File: src/rtl/flpf_regs.svh
// constants for the fault log preamble framer
`ifndef FLPF_REGS_SVH
`define FLPF_REGS_SVH
`define FLPF_BYTE_PTR 7'h00
`define FLPF_BYTE_TS_FIRST 7'h01
`define FLPF_BYTE_TS_LAST 7'h06
`define FLPF_BYTE_CH0 7'h07
`define FLPF_BYTE_INPUT 7'h13
`define FLPF_BYTE_CH1 7'h1f
`define FLPF_BYTE_STATUS 7'h43
`define FLPF_BYTE_LAST 7'h4e
`define FLPF_RECORD_LAST 8'hfe
`define FLPF_TICK_US 200
`define FLPF_CLK_NS 100
`define FLPF_TICK_CYC ((`FLPF_TICK_US * 1000) / `FLPF_CLK_NS)
`endif

File: src/rtl/flpf_pkg.sv
// types of the fault log preamble framer
package flpf_pkg;
   typedef enum logic [1:0] {
      FLPF_IDLE = 2'b00,
      FLPF_PRE = 2'b01,
      FLPF_TAIL = 2'b11
   } flpf_state_t;
endpackage

File: src/rtl/flpf_time_stamp.sv
// shared time stamp counter ticking every 200 us
`include "flpf_regs.svh"
module flpf_time_stamp #(
   parameter int TICK_CYC = `FLPF_TICK_CYC,
   parameter int TS_W = 41
) (
   // clock and reset
   input wire logic i_sys_clk,
   input wire logic i_srst,
   // counter value
   output logic [TS_W-1:0] o_stamp
);
   logic [31:0] div_r;
   logic [31:0] div_nxt;
   logic [TS_W-1:0] stamp_r;
   logic [TS_W-1:0] stamp_nxt;

   // refuse a divider or width that cannot count
   if (TICK_CYC < 1 || TS_W < 1)
   begin : g_bad_param
      $error("flpf_time_stamp: bad parameters");
   end

   // divider and stamp advance
   always_comb
   begin
      div_nxt = div_r + 32'h0000_0001;
      stamp_nxt = stamp_r;
      if (div_r == 32'(TICK_CYC - 1))
      begin
         div_nxt = 32'h0000_0000;
         stamp_nxt = stamp_r + {{(TS_W-1){1'b0}}, 1'b1};
      end
   end

   always_ff @(posedge i_sys_clk)
   begin
      if (i_srst)
      begin
         div_r <= 32'h0000_0000;
         stamp_r <= '0;
      end
      else
      begin
         div_r <= div_nxt;
         stamp_r <= stamp_nxt;
      end
   end

   assign o_stamp = stamp_r;
endmodule

File: src/rtl/flpf_framer.sv
// fault log record framer: snapshot and byte stream of the preamble
`include "flpf_regs.svh"
module flpf_framer
   import flpf_pkg::*;
#(
   parameter int NCH = 4,
   parameter int TICK_CYC = `FLPF_TICK_CYC
) (
   // clock and reset
   input wire logic i_sys_clk,
   input wire logic i_srst,
   // capture side
   input wire logic i_capture,
   input wire logic [7:0] i_ptr,
   input wire logic [NCH*16-1:0] i_vout_peak,
   input wire logic [NCH*16-1:0] i_vout_min,
   input wire logic [NCH*16-1:0] i_temp_peak,
   input wire logic [NCH*16-1:0] i_temp_min,
   input wire logic [NCH*16-1:0] i_iout_peak,
   input wire logic [NCH*16-1:0] i_iout_min,
   input wire logic [15:0] i_vin_peak,
   input wire logic [15:0] i_vin_min,
   input wire logic [15:0] i_iin_peak,
   input wire logic [15:0] i_iin_min,
   input wire logic [15:0] i_pin_peak,
   input wire logic [15:0] i_pin_min,
   input wire logic [NCH*8-1:0] i_stat_vout,
   input wire logic [NCH*8-1:0] i_stat_iout,
   input wire logic [NCH*8-1:0] i_stat_mfr,
   // host read side
   input wire logic i_rd_start,
   input wire logic i_rd_next,
   input wire logic [7:0] i_tail_data,
   // byte stream out
   output logic o_valid,
   output logic [7:0] o_data,
   output logic [7:0] o_index,
   output logic o_tail,
   output logic o_last,
   output logic o_captured
);
   localparam int PRE_BYTES = 79;

   logic [40:0] stamp;
   logic [7:0] snap_r [PRE_BYTES];
   logic [7:0] snap_nxt [PRE_BYTES];
   logic [7:0] live [PRE_BYTES];
   flpf_state_t state_r;
   flpf_state_t state_nxt;
   logic [7:0] idx_r;
   logic [7:0] idx_nxt;
   logic valid_r;
   logic valid_nxt;
   logic [7:0] data_r;
   logic [7:0] data_nxt;
   logic [7:0] oidx_r;
   logic [7:0] oidx_nxt;
   logic tail_r;
   logic tail_nxt;
   logic last_r;
   logic last_nxt;
   logic capd_r;
   logic capd_nxt;

   // the byte layout below serves exactly four channels
   if (NCH != 4)
   begin : g_bad_nch
      $error("flpf_framer: preamble layout serves four channels only");
   end

   flpf_time_stamp #(
      .TICK_CYC(TICK_CYC),
      .TS_W(41)
   ) u_stamp (
      .i_sys_clk(i_sys_clk),
      .i_srst(i_srst),
      .o_stamp(stamp)
   );

   // fixed fields of the live preamble image
   assign live[0] = i_ptr;
   assign live[1] = stamp[7:0];
   assign live[2] = stamp[15:8];
   assign live[3] = stamp[23:16];
   assign live[4] = stamp[31:24];
   assign live[5] = stamp[39:32];
   assign live[6] = {7'h00, stamp[40]};
   assign live[19] = i_vin_peak[7:0];
   assign live[20] = i_vin_peak[15:8];
   assign live[21] = i_vin_min[7:0];
   assign live[22] = i_vin_min[15:8];
   assign live[23] = i_iin_peak[7:0];
   assign live[24] = i_iin_peak[15:8];
   assign live[25] = i_iin_min[7:0];
   assign live[26] = i_iin_min[15:8];
   assign live[27] = i_pin_peak[7:0];
   assign live[28] = i_pin_peak[15:8];
   assign live[29] = i_pin_min[7:0];
   assign live[30] = i_pin_min[15:8];

   // per-channel groups and status bytes
   for (genvar c = 0; c < NCH; c++)
   begin : g_ch
      localparam int B = (c == 0) ? `FLPF_BYTE_CH0 : `FLPF_BYTE_CH1 + (c - 1) * 12;
      localparam int S = `FLPF_BYTE_STATUS + c * 3;
      logic [15:0] vals [6];
      assign vals[0] = i_vout_peak[c*16 +: 16];
      assign vals[1] = i_vout_min[c*16 +: 16];
      assign vals[2] = i_temp_peak[c*16 +: 16];
      assign vals[3] = i_temp_min[c*16 +: 16];
      assign vals[4] = i_iout_peak[c*16 +: 16];
      assign vals[5] = i_iout_min[c*16 +: 16];
      for (genvar k = 0; k < 6; k++)
      begin : g_val
         assign live[B + 2*k] = vals[k][7:0];
         assign live[B + 2*k + 1] = vals[k][15:8];
      end
      assign live[S] = i_stat_vout[c*8 +: 8];
      assign live[S + 1] = i_stat_iout[c*8 +: 8];
      assign live[S + 2] = i_stat_mfr[c*8 +: 8];
   end

   // snapshot taken whole on capture
   always_comb
   begin
      snap_nxt = snap_r;
      capd_nxt = capd_r;
      if (i_capture)
      begin
         snap_nxt = live;
         capd_nxt = 1'b1;
      end
   end

   always_ff @(posedge i_sys_clk)
   begin
      if (i_srst)
      begin
         for (int i = 0; i < PRE_BYTES; i++)
         begin
            snap_r[i] <= 8'h00;
         end
         capd_r <= 1'b0;
      end
      else
      begin
         snap_r <= snap_nxt;
         capd_r <= capd_nxt;
      end
   end

   // read sequencer: one byte per request, ascending
   always_comb
   begin
      state_nxt = state_r;
      idx_nxt = idx_r;
      valid_nxt = 1'b0;
      data_nxt = data_r;
      oidx_nxt = oidx_r;
      tail_nxt = tail_r;
      last_nxt = last_r;
      if (i_rd_start)
      begin
         state_nxt = FLPF_PRE;
         idx_nxt = 8'h00;
      end
      else if (i_rd_next && state_r != FLPF_IDLE)
      begin
         valid_nxt = 1'b1;
         oidx_nxt = idx_r;
         last_nxt = (idx_r == `FLPF_RECORD_LAST);
         // preamble bytes from the snapshot, the rest passed through
         case (state_r)
            FLPF_PRE:
            begin
               data_nxt = snap_r[idx_r[6:0]];
               tail_nxt = 1'b0;
            end
            default:
            begin
               data_nxt = i_tail_data;
               tail_nxt = 1'b1;
            end
         endcase
         idx_nxt = idx_r + 8'h01;
         if (idx_r == {1'b0, `FLPF_BYTE_LAST})
         begin
            state_nxt = FLPF_TAIL;
         end
         if (idx_r == `FLPF_RECORD_LAST)
         begin
            state_nxt = FLPF_IDLE;
         end
      end
   end

   always_ff @(posedge i_sys_clk)
   begin
      if (i_srst)
      begin
         state_r <= FLPF_IDLE;
         idx_r <= 8'h00;
         valid_r <= 1'b0;
         data_r <= 8'h00;
         oidx_r <= 8'h00;
         tail_r <= 1'b0;
         last_r <= 1'b0;
      end
      else
      begin
         state_r <= state_nxt;
         idx_r <= idx_nxt;
         valid_r <= valid_nxt;
         data_r <= data_nxt;
         oidx_r <= oidx_nxt;
         tail_r <= tail_nxt;
         last_r <= last_nxt;
      end
   end

   assign o_valid = valid_r;
   assign o_data = data_r;
   assign o_index = oidx_r;
   assign o_tail = tail_r;
   assign o_last = last_r;
   assign o_captured = capd_r;
endmodule

File: config.mk
export PLATFORM = sky130hd
export DESIGN_NAME = flpf_framer
export DESIGN_NICKNAME = d
export VERILOG_FILES = /design/src/rtl/flpf_pkg.sv /design/src/rtl/flpf_time_stamp.sv /design/src/rtl/flpf_framer.sv
export VERILOG_INCLUDE_DIRS = /design/src /design/src/rtl
export SDC_FILE = /design/constraint.sdc
export NUM_CORES = 2
export LEC_CHECK = 0
export ABC_AREA = 1
export BUFFER_PORTS_ARGS = -buffer_cell sky130_fd_sc_hd__buf_2
export CORE_AREA = 2 2 262 264
export CTS_CLUSTER_DIAMETER = 120
export DETAILED_ROUTE_END_ITERATION = 10
export DIE_AREA = 0 0 264 266
export PLACE_DENSITY = 0.75
export SLEW_MARGIN = 15
export SYNTH_ARGS = -nofsm -noshare
export SYNTH_HDL_FRONTEND = slang
export SYNTH_SLANG_ARGS = --single-unit
File: constraint.sdc
create_clock -name i_sys_clk -period 1.6 [get_ports i_sys_clk]
set_input_delay 0.08 -clock i_sys_clk [delete_from_list [all_inputs] [get_ports i_sys_clk]]
set_output_delay 0.08 -clock i_sys_clk [all_outputs]
set_load 0.01 [all_outputs]
==> results of run 1 <==
## stage by stage
| step | utilization [%] | instances | hold slack (ps) | setup slack [ps] | TNS (ps) |
|---|---|---|---|---|---|
| after global placement | 58.56 | 6510 | 304.3 | -590.3 | -14100 |
| after CTS | 74.00 | 7313 | 4.805 | -472.6 | -11720 |
| after floorplan | - | 4994 | 214.9 | -34.22 | -116.3 |
| after detailed placement | 58.56 | 6510 | 309.4 | -595.1 | -15380 |
## layer usage
layer	GRT usage, %	GRT overflow
met1	57.29	0
met2	72.60	3
met3	29.31	0
met4	36.69	4
met5	8.385	0
## cell families after synthesis
| group | Yosys count |
|---|---|
| compound gates | 1216 |
| xor+xnor | 40 |
| fa+ha+maj | 4 |
| buf+inv | 884 |
| flops | 728 |
| simple gates | 2122 |
## timing repair
item	CTS
pin swaps	69
setup buffers	37
resized for setup	255
setup endpoints to repair	88
hold buffers	610
gates cloned	18
hold endpoints to repair	613
==> metrics.yaml, run 1 <==
rows: 96
ys_ff_latch: 728
flow.stopped_at: "global routing (5_1_grt)"
cts_sinks: 728
grt_max_degree: 120
run.stop_error: "[ERROR GRT-0116] Global routing finished with congestion. Check the congestion regions in the DRC Viewer."
outcome: "aborted with a tool error"
yosys_warnings: 0
grt_pass1_vias: 44850
hpwl_um: 92980
synth_top_cells_by_area: "dfxtp_1, nand2_1, o21ai_0"
placed_area_mm2: 0.03967
synth_xor_xnor_area_share_pct: 1.051
start_util_pct: 49.20
synthFlopType: "dfxtp_1"
synth.distinct_cells: 45
grt_pass1_wl_um: 271300
track_usage_pct: 51.44
clockRootBuffer: "clkbuf_16"
yosysTopAreaCell: "dfxtp_1"
syn_avg_cell_area_um2: 6.674
yosysTopAreaCellShare_pct: 43.73
seq_area_frac_synth_pct: 43.73
synth.area.mux_share_pct: 0
globalplace.congestion: 0.9744
io_buffers: 616
synthSimpleGateAreaFrac_pct: 25.98
clockBufferDepth: 3
synth_top_family_by_area: "simple AND/OR/NAND/NOR gates"
syn_area_mm2: 0.03333
fp.dieH_um: 266
synth_common_cells: "nand2_1, dfxtp_1, o21ai_0, nor2_1, inv_1"
io_pins: 617
synth_edf_count: 0
syn_inst: 4994
die_w_um: 264
numCtsBuffers: 78
synth_fa_ha_area_share_pct: 0.1502
synthArstFlopShare_pct: 0
htree_levels: 3
syn_nets: 5595
yosysMostFrequentCell: "nand2_1"
synth-compound-area-share_pct: 18.60
grt-ovfl-total: 7
==> inputs of run 2 (changes only) <==
--- a/config.mk
+++ b/config.mk
@@ -8,11 +8,10 @@
 export LEC_CHECK = 0
 export ABC_AREA = 1
 export BUFFER_PORTS_ARGS = -buffer_cell sky130_fd_sc_hd__buf_2
-export CORE_AREA = 2 2 262 264
-export CTS_CLUSTER_DIAMETER = 120
+export CORE_AREA = 2 2 312 314
 export DETAILED_ROUTE_END_ITERATION = 10
-export DIE_AREA = 0 0 264 266
-export PLACE_DENSITY = 0.75
+export DIE_AREA = 0 0 314 316
+export PLACE_DENSITY_LB_ADDON = 0.15
 export SLEW_MARGIN = 15
 export SYNTH_ARGS = -nofsm -noshare
 export SYNTH_HDL_FRONTEND = slang
==> constraint.sdc (replaced) <==
create_clock -name i_sys_clk -period 2.08 [get_ports i_sys_clk]
set_input_delay 0.104 -clock i_sys_clk [delete_from_list [all_inputs] [get_ports i_sys_clk]]
set_output_delay 0.104 -clock i_sys_clk [all_outputs]
set_load 0.01 [all_outputs]
==> run 2 against run 1 <==
Effect of this change: the flow now finishes, with violations (negative setup slack); area after synthesis unchanged; synthesized cell count unchanged.
==> metrics.yaml, run 2 <==
outcome: "finished, violations left"  # was aborted with a tool error
violations: "negative setup slack"
grt-ovfl-total: 0
final_hold_viol_count: 0
antenna_found_initial: 9
worst_ep_required_time_ps: 2610
yosysTopAreaCell: "dfxtp_1"  # unchanged
fin_nets: 6835
clock.fmax_mhz: 465.6
io_buffers: 616  # unchanged
pwr-share-comb_pct: 14.4
setup_tns_ps: -269.3
fp.dieH_um: 316  # was 266 µm
finalClockSkew_ps: 18.05
finalSetupViolations: 9
top_register: "snap_r"
largest_register_ffs: 625
grt_max_degree: 86
vias: 38270
swShare_pct: 26.29
slowest_delay_ps: 400
synth_common_cells: "nand2_1, dfxtp_1, o21ai_0, nor2_1, inv_1"  # unchanged
grt_pass1_vias: 37370
drive_above_1_share_pct: 18.77
cp_slowest_cell: "dfxtp_4"
yosysMostFrequentCell: "nand2_1"  # unchanged
coreArea_mm2: 0.09599
grt_pass1_wl_um: 222000
clock_latency_ps: 650
wirelength_um: 150900
die_w_um: 314  # was 264 µm
setup_ws_ps: -67.93
worst_slew_pin_slew_ps: 708.3
synth.distinct_cells: 45  # unchanged
dieArea_mm2: 0.09922
crit_type: "reg2reg"
worstPathCellList: "inv_8 -> buf_16 -> buf_12 -> buf_12 -> buf_6 -> nand2_2 -> nand3_4 -> nand3_4 -> nand3_2 -> nand2_2 -> nand2_2 -> nand2_2 -> o21ai_2 -> nand2_1 -> nand2_1 -> a21oi_1"
arrival_ps: 2670
avgViaCountPerCell: 5.045
syn_nets: 5595  # unchanged
p_seq_share_pct: 42.1
firstDrtPassIters: 6
cts.clk_slew.worst_paths_ps: 60
cp-start-kind: "register"
yosysTopAreaCellShare_pct: 43.73  # unchanged
rsz0062_at_grt: "true"
final_common_cell: "nand2_1"
cts_sinks: 728  # unchanged
cap_violations: 0
p_leak_nw: 22.23
internal_power_mw: 26.47
maxSlewViolCount: 0
slew_headroom_pct: 52.73
clkPwrFrac_pct: 43.5
rows: 114  # was 96
fin_area_mm2: 0.04956
placed_area_mm2: 0.03897  # was 0.03967 mm²
htree_levels: 3  # unchanged
fin_crit_sh_pct: 103.3
synth_top_cells_by_area: "dfxtp_1, nand2_1, o21ai_0"  # unchanged
powerDensity_mw_per_mm2: 724.7
mostFrequentLayoutCells: "nand2_1, dfxtp_1, o21ai_0"
worst-path-max-fanout: 6
net-switching-power_mw: 9.442
fin_crit_ps: 2148
clockBufferDepth: 3  # unchanged
numCtsBuffers: 83  # was 78
path_common_cell: "nand2_2"
yosys_warnings: 0  # unchanged
final_antenna_net_count: 0
synthArstFlopShare_pct: 0  # unchanged
ys_ff_latch: 728  # unchanged
syn_area_mm2: 0.03333  # unchanged
drc_errors: 0
synthFlopType: "dfxtp_1"  # unchanged
globalplace.congestion: 0.9164  # was 0.9744
drt_iter0_markers: 3080
clockRootBuffer: "clkbuf_16"  # unchanged
io_pins: 617  # unchanged
fillerInstances: 9328
start_util_pct: 34.72  # was 49.20%
hpwl_um: 102300  # was 92,980 µm
synth_edf_count: 0  # unchanged
seq_area_frac_synth_pct: 43.73  # unchanged
hold_class: "in2reg"
area_growth_pct: 48.68
wl_per_cell_um: 19.89
syn_inst: 4994  # unchanged
syn_avg_cell_area_um2: 6.674  # unchanged
tritoncts: "built"
crit_path_end_kind: "register"
track_usage_pct: 29.27
irDropWorstVdd_mv: 0.5782
run 2: cell counts after synthesis:
Identical to the previous run, type by type.
run 2: worst paths after layout:
path | from | end | slack (ps) | depth (start not counted)
hold / removal | i_capture | snap_r[621] | 30 | 3
setup reg to reg | idx_r[0] | o_data[2] | -70 | 16
setup / recovery | idx_r[0] | o_data[2] | -70 | 16
hold reg to reg | snap_r[3] | snap_r[3] | 450 | 2
run 2: kinds of logic (layout without fill, tap and decap cells):
| kind of cell | Yosys count | in the layout | share of synthesized area [%] |
|---|---|---|---|
| AND/OR/NAND/NOR | 2122 | 2122 | 25.98 |
| AO/OA/AOI/OAI | 1216 | 1216 | 18.60 |
| buffers and inverters | 884 | 2194 | 10.50 |
| flip-flops | 728 | 728 | 43.73 |
| XOR/XNOR | 40 | 40 | 1.051 |
| adder cells (fa/ha/maj) | 4 | 4 | 0.1502 |
| other | 0 | 6 | 0 |
run 2: metal layers:
layer | vias to the layer above | global-route usage, % | wire [µm]
met3 | 470 | 3.817 | 8063
met1 | 17820 | 36.74 | 63370
met2 | 1451 | 48.29 | 69900
met5 | - | 0 | 33
li1 | 18530 | - | -
met4 | 6 | 17.05 | 9500
run 2: timing repair:
| item | 4_1_cts | 5_1_grt |
|---|---|---|
| buffers inserted | 31 | 13 |
| pin swaps | 43 | 37 |
| hold buffers | 613 | 0 |
| gates cloned | 17 | 0 |
| hold endpoints to repair | 617 | 0 |
| gates resized for setup | 136 | 52 |
| setup endpoints to repair | 8 | 34 |
run 2: critical path, delay by kind of cell, from the launching register on:
family	cells	cell delay (ps)
and+or+nand+nor	9	670
DFF	1	400
AOI/OAI and AO/OA	2	250
buffers and inverters	5	680
run 2: per-stage QoR:
| step | instances | worst slack [ps] | power (mW) | util [%] | hold WS (ps) |
|---|---|---|---|---|---|
| floorplan | 4994 | 314.9 | 17.41 | - | 238.9 |
| global placement | 6753 | -436.9 | 19.33 | 40.60 | 329.2 |
| detailed placement | 6753 | -394.9 | 19.35 | 40.60 | 331.7 |
| CTS | 7569 | -41.02 | 36.04 | 51.33 | 21.05 |
| global route | 7586 | -176.4 | 37.25 | 51.62 | 29.65 |
| finish | 7586 | -67.93 | 35.91 | 51.62 | 33.16 |
run 2: cell type report:
class	instances	area, µm²	share of cell area [%]
timing repair buffer	1501	12700	25.62
inverter	538	2049	4.136
clock buffer	119	2475	4.994
clock inverter	36	439.2	0.8862
tap	1276	1597	3.222
multi-input combinational	3382	15690	31.67
antenna	6	15.01	0.03030
sequential	728	14590	29.44
run 2: power groups by stage:
stage / clock (mW) / combinational [mW] / sequential (mW)
after CTS: 15.9 / 5.07 / 15.1
final: 15.6 / 5.17 / 15.1
after global routing: 16.4 / 5.63 / 15.2
after detailed placement: 0 / 3.94 / 15.4
after floorplan: 0 / 2.10 / 15.3
after global placement: 0 / 3.92 / 15.4
Power figures use the tool's default switching activity.
